### config.mk
export PLATFORM = sky130hd
export DESIGN_NAME = dtodc_top
export DESIGN_NICKNAME = d
export VERILOG_FILES = /design/src/dtodc_pkg.sv /design/src/dtodc_counter.sv /design/src/dtodc_swallow.sv /design/src/dtodc_top.sv
export VERILOG_INCLUDE_DIRS = /design/src
export SDC_FILE = /design/constraint.sdc
export NUM_CORES = 1
export LEC_CHECK = 0
export BUFFER_PORTS_ARGS = -buffer_cell sky130_fd_sc_hd__clkbuf_2
export CORE_MARGIN = 10
export CORE_UTILIZATION = 30
export DETAILED_ROUTE_END_ITERATION = 6
export GPL_ROUTABILITY_DRIVEN = 1
export SETUP_SLACK_MARGIN = 0.3
export SLEW_MARGIN = 10
export SYNTH_ARGS = -nofsm -noshare
export SYNTH_HDL_FRONTEND = slang
export SYNTH_SLANG_ARGS = --single-unit
export TNS_END_PERCENT = 5
### constraint.sdc
create_clock -name clk -period 1.8 [get_ports clk]
set_input_delay 0.27 -clock clk [delete_from_list [all_inputs] [get_ports clk]]
set_output_delay 0.27 -clock clk [all_outputs]
set_load 0.005 [all_outputs]
### src/dtodc_regs.svh
// constants for the disciplined time-of-day counter
// assumes: included by bare name from every design file that needs them
`ifndef DTODC_REGS_SVH
`define DTODC_REGS_SVH

// ------------------------------------------------------------
// widths and section count
// ------------------------------------------------------------
`define DTODC_DAC_W        10
`define DTODC_SEC_W        16
`define DTODC_NSEC         3
`define DTODC_DIV_W        16
`define DTODC_SYNC_N       5

// ------------------------------------------------------------
// swallow stage moduli
// ------------------------------------------------------------
`define DTODC_MOD_W        4
`define DTODC_DIV_NORMAL   4'ha
`define DTODC_DIV_SWALLOW  4'hb

// ------------------------------------------------------------
// synchroniser bit positions
// ------------------------------------------------------------
`define DTODC_SY_READ      0
`define DTODC_SY_ACK       1
`define DTODC_SY_DAC       2
`define DTODC_SY_DIV       3
`define DTODC_SY_FIXED     4

// ------------------------------------------------------------
// reset values
// ------------------------------------------------------------
`define DTODC_RST_DAC      10'h200
`define DTODC_RST_DIV      16'h0000

`endif

### src/dtodc_pkg.sv
// types shared by the disciplined time-of-day counter files
// assumes: nothing beyond the tool's package support
package dtodc_pkg;

    // ------------------------------------------------------------
    // swallow stage modes
    // ------------------------------------------------------------
    typedef enum logic [1:0] {
        DTODC_ST_NORMAL  = 2'b01,
        DTODC_ST_SWALLOW = 2'b10
    } dtodc_mode_e;

endpackage

### src/dtodc_counter.sv
// one loadable up-counter section with carry out
// assumes: inc and load come from logic on clk
`timescale 1ns/100ps
`include "dtodc_regs.svh"

module dtodc_counter #(
    parameter int W = `DTODC_SEC_W
) (
    // clock and reset
    input  wire logic         clk,
    input  wire logic         rstn,
    // control
    input  wire logic         inc,
    input  wire logic         load,
    input  wire logic [W-1:0] load_val,
    // result
    output logic      [W-1:0] count,
    output logic              carry
);
    import dtodc_pkg::*;

    // carry only while a counted pulse leaves the top value
    assign carry = inc & (&count);

    always_ff @(posedge clk or negedge rstn) begin
        if (!rstn) begin
            count <= '0;
        end else if (load) begin
            count <= load_val;
        end else if (inc) begin
            count <= count + {{(W-1){1'b0}}, 1'b1};
        end
    end

endmodule

### src/dtodc_swallow.sv
// dual-modulus swallow prescaler, divide by ten or eleven
// assumes: swallow_req is a one-cycle pulse on clk
`timescale 1ns/100ps
`include "dtodc_regs.svh"

module dtodc_swallow (
    // clock and reset
    input  wire logic                      clk,
    input  wire logic                      rstn,
    // control
    input  wire logic                      swallow_req,
    // result
    output logic                           out_pulse,
    output dtodc_pkg::dtodc_mode_e         mode
);
    import dtodc_pkg::*;

    logic [`DTODC_MOD_W-1:0] cnt;
    logic [`DTODC_MOD_W-1:0] modulus;
    logic                    pending;
    logic                    wrap;

    assign modulus = (mode == DTODC_ST_SWALLOW) ? `DTODC_DIV_SWALLOW : `DTODC_DIV_NORMAL;
    assign wrap    = (cnt == modulus - 4'h1);

    // ------------------------------------------------------------
    // division counter
    // ------------------------------------------------------------
    always_ff @(posedge clk or negedge rstn) begin
        if (!rstn) begin
            cnt       <= 4'h0;
            out_pulse <= 1'b0;
        end else begin
            out_pulse <= wrap;
            cnt       <= wrap ? 4'h0 : cnt + 4'h1;
        end
    end

    // ------------------------------------------------------------
    // request held until the next division cycle starts
    // ------------------------------------------------------------
    always_ff @(posedge clk or negedge rstn) begin
        if (!rstn) begin
            pending <= 1'b0;
        end else if (wrap) begin
            pending <= 1'b0; // a request on the wrap goes straight to mode
        end else if (swallow_req) begin
            pending <= 1'b1;
        end
    end

    // one division cycle by eleven, then back to ten unless another request is pending or arrives on the wrap
    always_ff @(posedge clk or negedge rstn) begin
        if (!rstn) begin
            mode <= DTODC_ST_NORMAL;
        end else if (wrap) begin
            case (mode)
                DTODC_ST_NORMAL: begin
                    mode <= (pending | swallow_req) ? DTODC_ST_SWALLOW : DTODC_ST_NORMAL;
                end
                DTODC_ST_SWALLOW: begin
                    mode <= (pending | swallow_req) ? DTODC_ST_SWALLOW : DTODC_ST_NORMAL;
                end
                default: begin
                    mode <= DTODC_ST_NORMAL;
                end
            endcase
        end
    end

endmodule

### src/dtodc_top.sv
// disciplined time-of-day counter: prescaler, cascaded time counter,
// tick latch, read latch, converter latch and pulse-rate divider
// assumes: host strobes arrive unsynchronised; data words stay stable
// from before a load strobe rises until after it falls
//
// Overview of operation
// - counter overflow sets the tick latch, which drives the interrupt output.
// - tick latch clears only on a processor acknowledge.
// - frequency-control converter word is at least ten bits wide.
// - read pulse copies the counter into a holding latch for the host.
// - converter correction word is held until the host rewrites it.
// - fixed-oscillator prescaler divides by ten, by eleven when commanded.
// - host-loaded divider emits one control pulse at each overflow.
// - each divider pulse makes one divide-by-eleven cycle, swallowing one pulse.
// - higher divider rate swallows more, lowering counted frequency.
// - 48-bit counter of three 16-bit sections, plus swallow and divider.
`timescale 1ns/100ps
`include "dtodc_regs.svh"

module dtodc_top #(
    parameter int DAC_W = `DTODC_DAC_W,
    parameter int SEC_W = `DTODC_SEC_W,
    parameter int NSEC  = `DTODC_NSEC,
    parameter int DIV_W = `DTODC_DIV_W
) (
    // clock and reset
    input  wire logic                   clk,
    input  wire logic                   rstn,
    // host strobes
    input  wire logic                   read_strobe,
    input  wire logic                   tick_ack,
    input  wire logic                   dac_load,
    input  wire logic                   div_load,
    input  wire logic                   fixed_osc,
    // host data
    input  wire logic [DAC_W-1:0]       dac_data,
    input  wire logic [DIV_W-1:0]       div_data,
    // interrupt and status
    output logic                        tick_irq,
    output logic                        tick_overrun,
    output logic                        latch_valid,
    // captured time
    output logic [NSEC*SEC_W-1:0]       time_latch,
    // oscillator steering
    output logic [DAC_W-1:0]            dac_word,
    output logic                        dac_update,
    // prescaler observation
    output logic                        prescaler_pulse,
    output logic                        divider_pulse,
    output logic                        swallow_mode
);
    import dtodc_pkg::*;

    // ------------------------------------------------------------
    // declarations
    // ------------------------------------------------------------
    logic [`DTODC_SYNC_N-1:0]     sync_a;
    logic [`DTODC_SYNC_N-1:0]     sync_b;
    logic [`DTODC_SYNC_N-1:0]     sync_c;
    logic [`DTODC_SYNC_N-1:0]     stable;
    logic [`DTODC_SYNC_N-1:0]     stable_d;
    logic [`DTODC_SYNC_N-1:0]     rise;
    logic [`DTODC_SYNC_N-1:0]     next_stable;

    logic                         read_evt;
    logic                         ack_evt;
    logic                         dac_evt;
    logic                         div_evt;
    logic                         swallow_en;

    logic [DAC_W-1:0]             dac_a;
    logic [DAC_W-1:0]             dac_b;
    logic [DAC_W-1:0]             dac_c;
    logic [DAC_W-1:0]             dac_held;
    logic [DIV_W-1:0]             div_a;
    logic [DIV_W-1:0]             div_b;
    logic [DIV_W-1:0]             div_c;
    logic [DIV_W-1:0]             div_held;

    logic [DIV_W-1:0]             div_value;
    logic                         div_carry;
    logic [DIV_W-1:0]             div_count;
    logic                         swallow_req;

    logic                         pre_pulse;
    dtodc_mode_e                  mode;

    logic [NSEC:0]                sec_inc;
    logic [NSEC-1:0][SEC_W-1:0]   sec_count;
    logic                         tick_evt;

    // ------------------------------------------------------------
    // input synchronisers
    // ------------------------------------------------------------
    always_ff @(posedge clk or negedge rstn) begin
        if (!rstn) begin
            sync_a <= '0;
            sync_b <= '0;
            sync_c <= '0;
        end else begin
            sync_a <= {fixed_osc, div_load, dac_load, tick_ack, read_strobe};
            sync_b <= sync_a;
            sync_c <= sync_b;
        end
    end

    // a change counts once the second and third stages agree
    always_comb begin
        next_stable = stable;
        for (int i = 0; i < `DTODC_SYNC_N; i++) begin
            if (sync_b[i] == sync_c[i]) begin
                next_stable[i] = sync_c[i];
            end
        end
    end

    always_ff @(posedge clk or negedge rstn) begin
        if (!rstn) begin
            stable   <= '0;
            stable_d <= '0;
        end else begin
            stable   <= next_stable;
            stable_d <= stable;
        end
    end

    assign rise       = stable & ~stable_d;
    assign read_evt   = rise[`DTODC_SY_READ];
    assign ack_evt    = rise[`DTODC_SY_ACK];
    assign dac_evt    = rise[`DTODC_SY_DAC];
    assign div_evt    = rise[`DTODC_SY_DIV];
    assign swallow_en = stable[`DTODC_SY_FIXED];

    // ------------------------------------------------------------
    // host data synchronisers
    // ------------------------------------------------------------
    always_ff @(posedge clk or negedge rstn) begin
        if (!rstn) begin
            dac_a <= '0;
            dac_b <= '0;
            dac_c <= '0;
            div_a <= '0;
            div_b <= '0;
            div_c <= '0;
        end else begin
            dac_a <= dac_data;
            dac_b <= dac_a;
            dac_c <= dac_b;
            div_a <= div_data;
            div_b <= div_a;
            div_c <= div_b;
        end
    end

    // same depth as the strobe path, so a load sees the settled word
    always_ff @(posedge clk or negedge rstn) begin
        if (!rstn) begin
            dac_held <= '0;
            div_held <= '0;
        end else begin
            if (dac_b == dac_c) begin
                dac_held <= dac_c;
            end
            if (div_b == div_c) begin
                div_held <= div_c;
            end
        end
    end

    // ------------------------------------------------------------
    // converter latch for the oscillator
    // ------------------------------------------------------------
    // width defaults to ten bits; do not shrink below that
    always_ff @(posedge clk or negedge rstn) begin
        if (!rstn) begin
            dac_word   <= DAC_W'(`DTODC_RST_DAC);
            dac_update <= 1'b0;
        end else begin
            dac_update <= dac_evt;
            if (dac_evt) begin
                dac_word <= dac_held;
            end
        end
    end

    // ------------------------------------------------------------
    // pulse-rate divider
    // ------------------------------------------------------------
    // larger load value means a shorter period and a higher rate
    always_ff @(posedge clk or negedge rstn) begin
        if (!rstn) begin
            div_value <= DIV_W'(`DTODC_RST_DIV);
        end else if (div_evt) begin
            div_value <= div_held;
        end
    end

    dtodc_counter #(
        .W        (DIV_W)
    ) u_pulse_rate_divider (
        .clk      (clk),
        .rstn     (rstn),
        .inc      (1'b1),
        .load     (div_carry | div_evt),
        .load_val (div_evt ? div_held : div_value),
        .count    (div_count),
        .carry    (div_carry)
    );

    // one pulse per overflow, only in the fixed-oscillator variant
    assign swallow_req = div_carry & swallow_en;

    always_ff @(posedge clk or negedge rstn) begin
        if (!rstn) begin
            divider_pulse <= 1'b0;
        end else begin
            divider_pulse <= swallow_req;
        end
    end

    // ------------------------------------------------------------
    // swallow prescaler
    // ------------------------------------------------------------
    // each request lengthens one output period by one clock
    dtodc_swallow u_swallow (
        .clk         (clk),
        .rstn        (rstn),
        .swallow_req (swallow_req),
        .out_pulse   (pre_pulse),
        .mode        (mode)
    );

    // more requests per second, fewer counted pulses per second
    always_ff @(posedge clk or negedge rstn) begin
        if (!rstn) begin
            prescaler_pulse <= 1'b0;
            swallow_mode    <= 1'b0;
        end else begin
            prescaler_pulse <= pre_pulse;
            swallow_mode    <= (mode == DTODC_ST_SWALLOW);
        end
    end

    // ------------------------------------------------------------
    // cascaded time counter
    // ------------------------------------------------------------
    assign sec_inc[0] = pre_pulse;

    for (genvar k = 0; k < NSEC; k++) begin : g_sec
        dtodc_counter #(
            .W        (SEC_W)
        ) u_sec (
            .clk      (clk),
            .rstn     (rstn),
            .inc      (sec_inc[k]),
            .load     (1'b0),
            .load_val ({SEC_W{1'b0}}),
            .count    (sec_count[k]),
            .carry    (sec_inc[k+1])
        );
    end

    // lowest section overflow is the hardware tick
    assign tick_evt = sec_inc[1];

    // ------------------------------------------------------------
    // tick latch
    // ------------------------------------------------------------
    // an overflow in the acknowledge cycle keeps the latch set
    always_ff @(posedge clk or negedge rstn) begin
        if (!rstn) begin
            tick_irq <= 1'b0;
        end else if (tick_evt) begin
            tick_irq <= 1'b1;
        end else if (ack_evt) begin
            tick_irq <= 1'b0;
        end
    end

    // a tick that lands on an unacknowledged one is flagged
    always_ff @(posedge clk or negedge rstn) begin
        if (!rstn) begin
            tick_overrun <= 1'b0;
        end else if (tick_evt & tick_irq & ~ack_evt) begin
            tick_overrun <= 1'b1;
        end else if (ack_evt) begin
            tick_overrun <= 1'b0;
        end
    end

    // ------------------------------------------------------------
    // read latch
    // ------------------------------------------------------------
    // all sections captured in one edge, so no torn carry
    always_ff @(posedge clk or negedge rstn) begin
        if (!rstn) begin
            time_latch  <= '0;
            latch_valid <= 1'b0;
        end else begin
            if (read_evt) begin
                time_latch  <= sec_count;
                latch_valid <= 1'b1;
            end
        end
    end

endmodule

## Word-level counts from Yosys, hierarchy flattened

Index checks and enable logic that the tools add are counted.

- Word-level logic and storage cells: 79
- Register bits after elaboration: 281
- Input bits: 33
- Output and inout port bits: 65

- Muxes and demuxes: 11
- Reductions and logical operators: 7
- Add/subtract/negate cells: 6
- Bitwise operators: 10
- Equality and inequality tests: 10

Operators by type and width:

| cell | number |
|---|---|
| $add A16 B1 Y16 const B | 4 |
| $reduce_and A16 Y1 | 3 |
| $mux W16 | 2 |
| $eq A16 B16 Y1 | 1 |
| $eq A10 B10 Y1 | 1 |
| $mux W1 | 6 |
| $reduce_bool A2 Y1 | 3 |
| $and A1 B1 Y1 | 5 |
| $eq A1 B1 Y1 | 5 |
| $add A4 B1 Y4 const B | 1 |
| $and A4 B4 Y4 | 1 |
| $eq A4 B4 Y1 | 1 |
| $mux W2 | 2 |
| $mux W4 | 1 |
| $not A4 Y4 | 1 |
| $sub A4 B1 Y4 const B | 1 |
| $eq A2 B1 Y1 const B | 1 |
| $eq A2 B2 Y1 const B | 1 |
| $or A1 B1 Y1 | 2 |
| $reduce_or A2 Y1 | 1 |
| $not A1 Y1 | 1 |

## Longest topological paths before layout

Gate-level depths: netlist of the first run.

- Depth after elaboration: 5
- Gate-level depth with buffers: 7
- Gate-level depth less buffers: 7

## Hierarchy

From an unflattened synthesis of the first run, not the netlist that was laid out.

- Cells, all modules: 795
- Area total of the unflattened synthesis: 10,921.7 um^2

By module, submodules not included:

| module | times used | area each (um^2) | seq. area each (um^2) | cells an instance |
|---|---|---|---|---|
| dtodc_top | 1 | 6,830.3 | 5,231.3 | 372 |
| dtodc_counter | 4 | 929.6 | 400.4 | 98 |
| dtodc_swallow | 1 | 372.9 | 201.4 | 31 |

## Least setup slack after synthesis of the first run

No wires, ideal clock.

- Path type: register -> register
- Start point: reg div_c[10]
- End point: reg div_held[10]
- Buffers on the path: 1
- Setup slack: -0.005 ns
- Stages on the path, launching flop included: 6
- Setup time: 0.125 ns
- Arrival time: 1.680 ns
- Period minus slack after synthesis: 1.805 ns
- Data required time: 1.675 ns
- Cell sequence: dfrtp_1 > xnor2_1 > nand4_1 > nor4_4 > buf_4 > mux2_2

- Cells in the longest elaborated chain, start to end: 1

RTL lines:

| what | line | source |
|---|---|---|
| start, declared | dtodc_top.sv:77 | `logic [DIV_W-1:0] div_c;` |
| start signal, assigned | dtodc_top.sv:151 | `div_c <= div_b;` |
| $eq A16 B16 Y1 | dtodc_top.sv:164 | `if (div_b == div_c) begin` |
| end signal, assigned | dtodc_top.sv:165 | `div_held <= div_c;` |
| end, declared | dtodc_top.sv:78 | `logic [DIV_W-1:0] div_held;` |

Several ways; a longest one is shown, not always the timed one.
A chain may end at the register's enable or synchronous reset.

## Final worst setup path of the first run

- Start point: reg dac_b[1]
- End point: reg dac_held[9]

- Cells in the longest elaborated chain, start to end: 1

RTL lines:

| what | line | source |
|---|---|---|
| start, declared | dtodc_top.sv:72 | `logic [DAC_W-1:0] dac_b;` |
| start signal, assigned | dtodc_top.sv:140 | `dac_b <= '0;` |
| start signal, assigned | dtodc_top.sv:147 | `dac_b <= dac_a;` |
| $eq A10 B10 Y1 | dtodc_top.sv:161 | `if (dac_b == dac_c) begin` |
| end signal, assigned | dtodc_top.sv:158 | `dac_held <= '0;` |
| end signal, assigned | dtodc_top.sv:162 | `dac_held <= dac_c;` |
| end, declared | dtodc_top.sv:74 | `logic [DAC_W-1:0] dac_held;` |

Every way passes these cells.

==> results of run 1 <==
flip-flops by register name, summed over array words and instances (netlist names), 10 cells and up:
name,flops
div_a,16
u_pulse_rate_divider.count,16
dac_c,10
dac_a,10
time_latch,48
g_sec.u_sec.count,48
div_b,16
div_held,16
div_value,16
dac_b,10
div_c,16
dac_word,10
dac_held,10
layout make-up:
cell class,count,area [µm²]
well taps,448,561
inverters,8,30.0
repair buffers,188,1390
clock buffers,46,912
clock inverters,10,175
flip-flops and latches,281,7040
fillers,3082,19800
multi-input cells,377,3640
critical path: stages, from the launching register on:
cell,delay [ps]
dfrtp_1,380
xor2_1,170
nor4_2,340
buf_4,170
nand4_1,150
buf_6,190
mux2_4,290
worst paths after layout:
check,cells past startpoint,endpoint,from,slack [ps]
setup reg to reg,6,dac_held[9]$_DFFE_PN0N_,dac_b[1]$_DFF_PN0_,3
max in group asynchronous,3,dac_word[9]$_DFFE_PN1P_,rstn,940
hold reg to reg,0,dac_b[6]$_DFF_PN0_,dac_a[6]$_DFF_PN0_,340
hold / removal,2,div_b[10]$_DFF_PN0_,rstn,250
min in group clk,0,dac_b[6]$_DFF_PN0_,dac_a[6]$_DFF_PN0_,340
setup / recovery,6,dac_held[9]$_DFFE_PN0N_,dac_b[1]$_DFF_PN0_,3
what timing repair did:
item / in CTS / in global routing
setup buffers: 0 / 0
hold buffers: 32 / 0
resized for setup: 95 / 39
setup endpoints to repair: 85 / 88
hold endpoints to repair: 69 / 0
pin swaps: 80 / 61
synth_stat cells (5+ instances only):
library cell  instances  area share
and3_1               10      0.0061
nand4_1              27       0.017
nor2_1               29       0.011
ha_1                  6      0.0073
nand2_1              21      0.0077
xnor2_1              57       0.049
xor2_1               28       0.024
buf_1                 6      0.0022
mux2_2              102        0.11
inv_1                 8      0.0029
maj3_1                5      0.0049
dfrtp_1             279        0.68
nor3_1                9      0.0044
nand2b_1              5      0.0031
nand3_1              18      0.0088
a21oi_1              19      0.0093
power breakdown:
| part | switching [mW] | total (mW) | leakage, nW | internal, mW |
|---|---|---|---|---|
| clock | 2.43 | 6.61 | 0.538 | 4.18 |
| combinational | 0.498 | 1.03 | 2.44 | 0.529 |
| sequential | 0.173 | 6.76 | 3.62 | 6.59 |
layer usage:
metal	part of all wire	GRT usage
met1	0.45	0.132
met2	0.48	0.164
met3	0.048	0.0267
met4	0.022	0.0249
met5	0	0
kinds of logic after synthesis:
| kind of cell | count (synthesis) | share of synthesized area |
|---|---|---|
| compound gates | 30 | 0.0162 |
| fa+ha+maj | 11 | 0.0122 |
| xor+xnor | 85 | 0.0729 |
| flops | 281 | 0.689 |
| mux | 103 | 0.114 |
| buf+inv | 21 | 0.00845 |
| simple gates | 148 | 0.0878 |
through the flow:
step / power, mW / TNS (ps) / utilization / hold WS (ps)
after floorplan: 7.26 / 0 / - / -25.6
after global placement: 7.71 / 0 / 0.351 / 225
after detailed placement: 7.73 / -100 / 0.351 / 224
after CTS: 14.6 / -31.7 / 0.404 / 241
after global routing: 15.1 / -2330 / 0.410 / 263
final: 14.4 / 0 / 0.410 / 249
==> summary.md, run 1 <==
| Metric | Value |
|---|---|
| Bufs on Longest Clock Path | `3` |
| Worst Skew | `9.37 ps` |
| Routed WL | `20.8 mm` |
| Status | `finished, final reports clean` |
| Synth Register Bits | `281` |
| Core Box Area | `33500 µm²` |
| Detailed-router iteration count before antenna repair | `4` |
| Num CTS Buffers | `30` |
| N_diodes | `0` |
| Leak | `6.60 nW` |
| First-pass GRT wire length | `34.8 mm` |
| Most common cell after layout, fill and taps aside | `dfrtp_1` |
| Sequential area share after synthesis | `0.689` |
| Pre-CTS setup slack | `-19.8 ps` |
| Kind of critical path | `flop to flop` |
| Initial core utilization | `0.305` |
| Slew @ Worst Pin | `420 ps` |
| Max_cap viols | `0` |
| Worst Setup Slack, final | `2.78 ps` |
| Via count | `5928` |
| Finish-stage setup viols | `0` |
| Antenna violations before repair | `0` |
| Syn_area_per_cell | `15.0 µm²` |
| FP Rows | `67` |
| H-tree Lvls | `1` |
| All-layer global routing usage | `0.101` |
| Max VDD drop | `661 µV` |
| Final Hold Fails | `0` |
| Die Wd | `205 µm` |
| CTS sink count | `281` |
| Async SR Flop Fraction | `1.00` |
| Post-detail-place hpwl | `14.0 mm` |
| Number of synthesized flops with an enable pin | `0` |
| Layout cell share with drive strength beyond 1 | `0.442` |
| Worst endpoint data arrival time | `2220 ps` |
| DR iter-0 viols | `190` |
| DRC Markers | `0` |
| RSZ-0062 raised after global routing | `yes` |
| Final net count | `925` |
| Global route overflow | `0` |
| Gp weighted congestion | `0.773` |
| Minimum clock period | `1800 ps` |
| Die Area | `41800 µm²` |
| Crit-path max FO | `5` |
| Avg WL per Cell | `15.3 µm` |
| Top_reg_cell synth | `dfrtp_1` |
| CTS clk-pin slew, worst paths | `60 ps` |
| Fmax | `0.556 GHz` |
| Synth unique cells | `45` |
| Design area | `13700 µm²` |
| Cells after DPL | `1270` |
| Relative slew slack | `0.720` |
| Pin count of the biggest net entering global routing | `51` |
| Fin cells | `1358` |
| Tcrit/Tclk final | `0.998` |
| Pwr dens | `1050 nW/µm²` |
| CTS tree | `done` |
| Synth warn | `0` |
| Post-route ant nets | `0` |
| IO buf count | `97` |
| Hold/Removal Path Class | `input port to async pin` |
| Cells after synthesis | `679` |
| Ports | `98` |
| Height of the die | `205 µm` |
| Final Max Tran Viols | `0` |
| Crit path launch type | `flop` |
| Area growth from synthesis to layout | `34.5%` |
| Post-DP Area | `11800 µm²` |
| Worst-Skew Late Latency | `540 ps` |
| Element type at the critical path end | `flop` |
| Most frequent cells in the layout | `dfrtp_1 (276), clkbuf_2 (95), mux2_2 (90)` |
| Worst path required time | `2220 ps` |
| Net count after synthesis | `718` |
| Vias/cell | `4.37` |
| Cell Area, Synth | `10200 µm²` |
| Root buffer cell | `clkbuf_16` |
| Vias in the first global route | `6503` |
Note: power is estimated with default switching activity, not from simulation.
==> inputs of run 2 (changes only) <==
- CORE_UTILIZATION: 30 -> 50
- HOLD_SLACK_MARGIN: not set -> 0.1
- PLACE_DENSITY: not set -> 0.72
==> summary.md, run 2 (synthesized netlist as in run 1, its figures left out) <==
| Metric | Value |
|---|---|
| CTS tree | `done (unchanged)` |
| Pwr dens | `1020 nW/µm² (was 1050 nW/µm²)` |
| Max incr delay on CP | `400 ps (was 380 ps)` |
| Vias/cell | `5.15 (was 4.37)` |
| Most common cell after layout, fill and taps aside | `dfrtp_1 (unchanged)` |
| Core Box Area | `20200 µm² (was 33500 µm²)` |
| Via count | `6008 (was 5928)` |
| RSZ-0062 raised after global routing | `yes (unchanged)` |
| Fillers | `1465 (was 3082)` |
| DR iter-0 viols | `189 (was 190)` |
| Final Max Tran Viols | `0 (unchanged)` |
| DRC Markers | `0 (unchanged)` |
| Met3 Routed Length | `953 µm (was 1.00 mm)` |
| Ports | `98 (unchanged)` |
| Routed WL | `20.1 mm (was 20.8 mm)` |
| Slew @ Worst Pin | `496 ps (was 420 ps)` |
| Most frequent cells in the layout | `dfrtp_1 (275), clkbuf_2 (96), mux2_2 (91) (was dfrtp_1 (276), clkbuf_2 (95), mux2_2 (90))` |
| Post-DP Area | `11400 µm² (was 11800 µm²)` |
| Fin cells | `1167 (was 1358)` |
| N_diodes | `0 (unchanged)` |
| Pwr Total | `13.4 mW (was 14.4 mW)` |
| Leak | `6.38 nW (was 6.60 nW)` |
| Status | `finished, final reports clean (unchanged)` |
| Crit path launch type | `flop (unchanged)` |
| Height of the die | `163 µm (was 205 µm)` |
| Global route overflow | `0 (unchanged)` |
| Finish-stage setup viols | `0 (unchanged)` |
| Antenna violations before repair | `0 (unchanged)` |
| Worst Path Buf+Inv | `1 (was 2)` |
| Post-detail-place hpwl | `13.5 mm (was 14.0 mm)` |
| Die Wd | `163 µm (was 205 µm)` |
| Post-route ant nets | `0 (unchanged)` |
| First-pass GRT wire length | `33.3 mm (was 34.8 mm)` |
| Worst path required time | `2210 ps (was 2220 ps)` |
| Worst endpoint data arrival time | `2180 ps (was 2220 ps)` |
| Area growth from synthesis to layout | `28.7% (was 34.5%)` |
| Worst Setup Slack, final | `29.6 ps (was 2.78 ps)` |
| Vias in the first global route | `6653 (was 6503)` |
| Critical path, cell by cell | `xnor2_1, nand4_1, nor4_4, buf_6, mux2_2 (was xor2_1, nor4_2, buf_4, nand4_1, buf_6, mux2_4)` |
| Max_cap viols | `0 (unchanged)` |
| Minimum clock period | `1770 ps (was 1800 ps)` |
| Max VDD drop | `738 µV (was 661 µV)` |
| Kind of critical path | `flop to flop (unchanged)` |
| Element type at the critical path end | `flop (unchanged)` |
| Pre-CTS setup slack | `13.4 ps (was -19.8 ps)` |
| Crit-path max FO | `10 (was 5)` |
| Relative slew slack | `0.669 (was 0.720)` |
| Initial core utilization | `0.507 (was 0.305)` |
| Final net count | `915 (was 925)` |
| Detailed-router iteration count before antenna repair | `4 (unchanged)` |
| CTS sink count | `281 (unchanged)` |
| Pin count of the biggest net entering global routing | `71 (was 51)` |
| CTS clk-pin slew, worst paths | `60 ps (about the same)` |
| Design area | `13200 µm² (was 13700 µm²)` |
| Bufs on Longest Clock Path | `3 (unchanged)` |
| Tcrit/Tclk final | `0.984 (was 0.998)` |
| Critical path's top delay family | `simple AND/OR/NAND/NOR gates (unchanged)` |
| Cells after DPL | `1075 (was 1270)` |
| Uppermost layer routed | `met4 (unchanged)` |
| Slowest-stage cell, CP | `dfrtp_1 (unchanged)` |
| Avg WL per Cell | `17.2 µm (was 15.3 µm)` |
| FP Rows | `52 (was 67)` |
| Worst Skew | `19.9 ps (was 9.37 ps)` |
| Worst-Skew Late Latency | `540 ps (about the same)` |
| Metal2 WL | `10.2 mm (was 9.97 mm)` |
| Final Hold Fails | `0 (unchanged)` |
| Root buffer cell | `clkbuf_16 (unchanged)` |
| Die Area | `26500 µm² (was 41800 µm²)` |
| Top Registers | `g_sec.u_sec.count (48), time_latch (48) (unchanged)` |
| Fmax | `0.565 GHz (was 0.556 GHz)` |
| All-layer global routing usage | `0.150 (was 0.101)` |
| Hold/Removal Path Class | `input port to async pin (unchanged)` |
| H-tree Lvls | `1 (unchanged)` |
| Num CTS Buffers | `28 (was 30)` |
| IO buf count | `97 (unchanged)` |
| Layout cell share with drive strength beyond 1 | `0.418 (was 0.442)` |
| Metal-1 WL | `8.49 mm (was 9.35 mm)` |
| Gp weighted congestion | `0.834 (was 0.773)` |
-- run 2: cell count changes in the layout (fill, tap and decap cells not counted), sizes merged --
cell,previous run,this run
clkinvlp,0,1
bufinv,5,2
clkbuf,141,138
buf,61,50
clkinv,5,8
-- run 2: stage by stage --
step                       util  hold WS (ps)  TNS (ps)
after floorplan               -         -25.6         0
after global placement    0.565           156         0
after detailed placement  0.565           160         0
after CTS                 0.627           194         0
after global routing      0.652           219      -675
final                     0.652           201         0
-- run 2: path summary, 6_finish.rpt --
| path | cells past startpoint | slack [ps] | endpoint | from |
|---|---|---|---|---|
| min in group clk | 0 | 350 | dac_b[1]$_DFF_PN0_ | dac_a[1]$_DFF_PN0_ |
| max reg2reg | 5 | 30 | div_held[4]$_DFFE_PN0N_ | div_c[6]$_DFF_PN0_ |
| min | 2 | 200 | time_latch[21]$_DFFE_PN0P_ | rstn |
| min reg2reg | 0 | 350 | dac_b[1]$_DFF_PN0_ | dac_a[1]$_DFF_PN0_ |
| max in group asynchronous | 3 | 860 | g_sec[1].u_sec.count[11]$_DFFE_PN0P_ | rstn |
| max | 5 | 30 | div_held[4]$_DFFE_PN0N_ | div_c[6]$_DFF_PN0_ |
-- run 2: metal layers --
layer	up-vias	GRT usage
met2	127	0.250
met3	36	0.0334
li1	2750	-
met4	0	0.0393
met5	-	0
met1	3095	0.195
-- run 2: power by group --
group	internal, mW	switching, mW	leakage (nW)
clock network	3.40	2.31	0.458
logic	0.470	0.463	2.30
registers	6.59	0.200	3.62
total	10.5	2.97	6.38
-- run 2: layout make-up --
type	instances	area, µm²	share of cell area
flip-flops and latches	281	7040	0.535
clock buffers	40	806	0.0613
inverters	8	30.0	0.00228
repair buffers	180	1360	0.104
multi-input cells	377	3450	0.262
clock inverters	11	123	0.00932
well taps	270	338	0.0257
-- run 2: what timing repair did --
item                       4_1_cts  5_1_grt
gates resized for setup          2      100
gates cloned                     0        2
setup endpoints to repair       87      100
hold endpoints to repair       281        0
pin swaps                        1       54
hold buffers                    32        0
setup buffers                    0        7
==> inputs of run 3 (changes only) <==
- PLACE_DENSITY: 0.72 -> not set
- PLACE_DENSITY_LB_ADDON: not set -> 0.3
==> summary.md, run 3 (synthesized netlist as in run 1, its figures left out) <==
| Metric | Value |
|---|---|
| Status | `finished, final reports clean (unchanged)` |
| CTS tree | `done (unchanged)` |
| Register area | `7040 µm² (about the same)` |
| CTS clk-pin slew, worst paths | `60 ps (about the same)` |
| Detailed-router iteration count before antenna repair | `4 (unchanged)` |
| First-pass GRT wire length | `32.5 mm (was 33.3 mm)` |
| Worst-Skew Late Latency | `530 ps (was 540 ps)` |
| Die Wd | `163 µm (unchanged)` |
| Global route overflow | `0 (unchanged)` |
| Most frequent cells in the layout | `dfrtp_1 (274), clkbuf_2 (96), mux2_2 (90) (was dfrtp_1 (275), clkbuf_2 (96), mux2_2 (91))` |
| Minimum clock period | `1750 ps (was 1770 ps)` |
| Bufs on Longest Clock Path | `3 (unchanged)` |
| Num CTS Buffers | `29 (was 28)` |
| Final Max Tran Viols | `0 (unchanged)` |
| Via count | `6021 (was 6008)` |
| Critical path, cell by cell | `xnor2_1, nand4_1, nor4_4, buf_4, mux2_2 (was xnor2_1, nand4_1, nor4_4, buf_6, mux2_2)` |
| Pin count of the biggest net entering global routing | `64 (was 71)` |
| RSZ-0062 raised after global routing | `yes (unchanged)` |
| Hold/Removal Path Class | `input port to async pin (unchanged)` |
| Leak | `6.46 nW (was 6.38 nW)` |
| Worst path depth | `5 (unchanged)` |
| Ports | `98 (unchanged)` |
| Fmax | `0.571 GHz (was 0.565 GHz)` |
| Crit-path max FO | `6 (was 10)` |
| Initial core utilization | `0.507 (unchanged)` |
| Max VDD drop | `681 µV (was 738 µV)` |
| Max incr delay on CP | `400 ps (about the same)` |
| Kind of critical path | `flop to flop (unchanged)` |
| Setup crit start | `div_b[9]$_DFF_PN0_ (was div_c[6]$_DFF_PN0_)` |
| Vias in the first global route | `6495 (was 6653)` |
| Reg2Reg Depth | `5 (unchanged)` |
| Core Box Area | `20200 µm² (unchanged)` |
| Layout cell share with drive strength beyond 1 | `0.420 (was 0.418)` |
| Slowest-stage cell, CP | `dfrtp_1 (unchanged)` |
| Die Area | `26500 µm² (unchanged)` |
| DRC Markers | `0 (unchanged)` |
| Worst Skew | `16.7 ps (was 19.9 ps)` |
| Height of the die | `163 µm (unchanged)` |
| Reg2reg setup slack | `50 ps (was 30 ps)` |
| Slew @ Worst Pin | `486 ps (was 496 ps)` |
| Worst r2r src | `div_b[9]$_DFF_PN0_ (was div_c[6]$_DFF_PN0_)` |
| Antenna violations before repair | `0 (unchanged)` |
| Element type at the critical path end | `flop (unchanged)` |
| Finish-stage setup viols | `0 (unchanged)` |
| Avg WL per Cell | `16.9 µm (was 17.2 µm)` |
| Worst Setup EP | `div_held[7]$_DFFE_PN0N_ (was div_held[4]$_DFFE_PN0N_)` |
| Footprint of the multi-input gates | `3500 µm² (was 3450 µm²)` |
| Critical R2R Capture | `div_held[7]$_DFFE_PN0N_ (was div_held[4]$_DFFE_PN0N_)` |
| Worst endpoint data arrival time | `2150 ps (was 2180 ps)` |
| Post-detail-place hpwl | `13.2 mm (was 13.5 mm)` |
| Post-route ant nets | `0 (unchanged)` |
| Crit path launch type | `flop (unchanged)` |
| Fillers | `1424 (was 1465)` |
| IO buf count | `97 (unchanged)` |
| Pwr dens | `1020 nW/µm² (about the same)` |
| Relative slew slack | `0.676 (was 0.669)` |
| Cells after DPL | `1071 (was 1075)` |
| Top Registers | `g_sec.u_sec.count (48), time_latch (48) (unchanged)` |
| N_diodes | `0 (unchanged)` |
| Design area | `13200 µm² (about the same)` |
| DR iter-0 viols | `321 (was 189)` |
| All-layer global routing usage | `0.148 (was 0.150)` |
| Most common cell after layout, fill and taps aside | `dfrtp_1 (unchanged)` |
| H-tree Lvls | `1 (unchanged)` |
| Fin cells | `1177 (was 1167)` |
| Tcrit/Tclk final | `0.972 (was 0.984)` |
| Critical path's top delay family | `simple AND/OR/NAND/NOR gates (unchanged)` |
| Worst path required time | `2200 ps (was 2210 ps)` |
| Gp weighted congestion | `0.840 (was 0.834)` |
| CTS sink count | `281 (unchanged)` |
| Post-DP Area | `11400 µm² (about the same)` |
| Vias/cell | `5.12 (was 5.15)` |
| Worst Path Buf+Inv | `1 (unchanged)` |
| Area growth from synthesis to layout | `29.4% (was 28.7%)` |
| Max_cap viols | `0 (unchanged)` |
| Final net count | `925 (was 915)` |
| Root buffer cell | `clkbuf_16 (unchanged)` |
| FP Rows | `52 (unchanged)` |
| Final Hold Fails | `0 (unchanged)` |
| Routed WL | `19.8 mm (was 20.1 mm)` |
[run 3: routing by layer]
layer / vias up / track usage / part of all wire
li1: 2776 / - / -
met1: 3114 / 0.194 / 0.44
met2: 108 / 0.244 / 0.50
met3: 23 / 0.0321 / 0.045
met4: 0 / 0.0373 / 0.015
met5: - / 0 / 0
[run 3: what timing repair did]
item | 4_1_cts | 5_1_grt
setup buffers | 1 | 21
hold buffers | 32 | 0
resized for setup | 3 | 101
endpoints found under the setup margin | 84 | 88
cloned | 0 | 0
pin swaps | 1 | 64
hold endpoints to repair | 310 | 0
[run 3: worst min-delay path by stage]
| stage | slack, ps | depth (start not counted) | from | end |
|---|---|---|---|---|
| after global placement | 200 | 1 | rstn | div_a[0]$_DFF_PN0_ |
| after floorplan | -30 | 0 | rstn | dac_a[0]$_DFF_PN0_ |
| after global routing | 270 | 2 | rstn | div_b[9]$_DFF_PN0_ |
| after detailed placement | 200 | 1 | rstn | div_a[11]$_DFF_PN0_ |
| final | 240 | 2 | rstn | sync_b[1]$_DFF_PN0_ |
| after CTS | 230 | 2 | rstn | div_a[14]$_DFF_PN0_ |
[run 3: area by class of cell]
type | count | area share
tap | 270 | 0.0256
inverter | 8 | 0.00227
multi-input combinational | 377 | 0.265
clock inverter | 11 | 0.00861
clock buffer | 41 | 0.0621
timing repair buffer | 189 | 0.104
sequential | 281 | 0.533
[run 3: where the power goes]
group	leakage (nW)	internal, mW	switching [mW]	total, mW
clock network	0.458	3.45	2.32	5.77
logic	2.39	0.442	0.441	0.883
registers	3.62	6.59	0.197	6.78
[run 3: metrics by stage]
stage	utilization	hold WS, ps	power [mW]	TNS [ps]	worst slack [ps]
after global routing	0.656	267	14.0	-326	-41.3
after detailed placement	0.563	203	7.65	-2.54	-2.54
after CTS	0.626	234	13.5	0	20.2
after global placement	0.563	197	7.58	0	104
after floorplan	-	-25.6	7.26	0	26.2
final	0.656	240	13.4	0	49.8
[run 3: worst reg2reg max path, delay by kind of cell, from the launching register on]
kind | cells | cell delay, ps
and+or+nand+nor | 2 | 500
muxes | 1 | 350
xor gates and xnor gates | 1 | 180
DFF | 1 | 400
buffers and inverters | 1 | 200
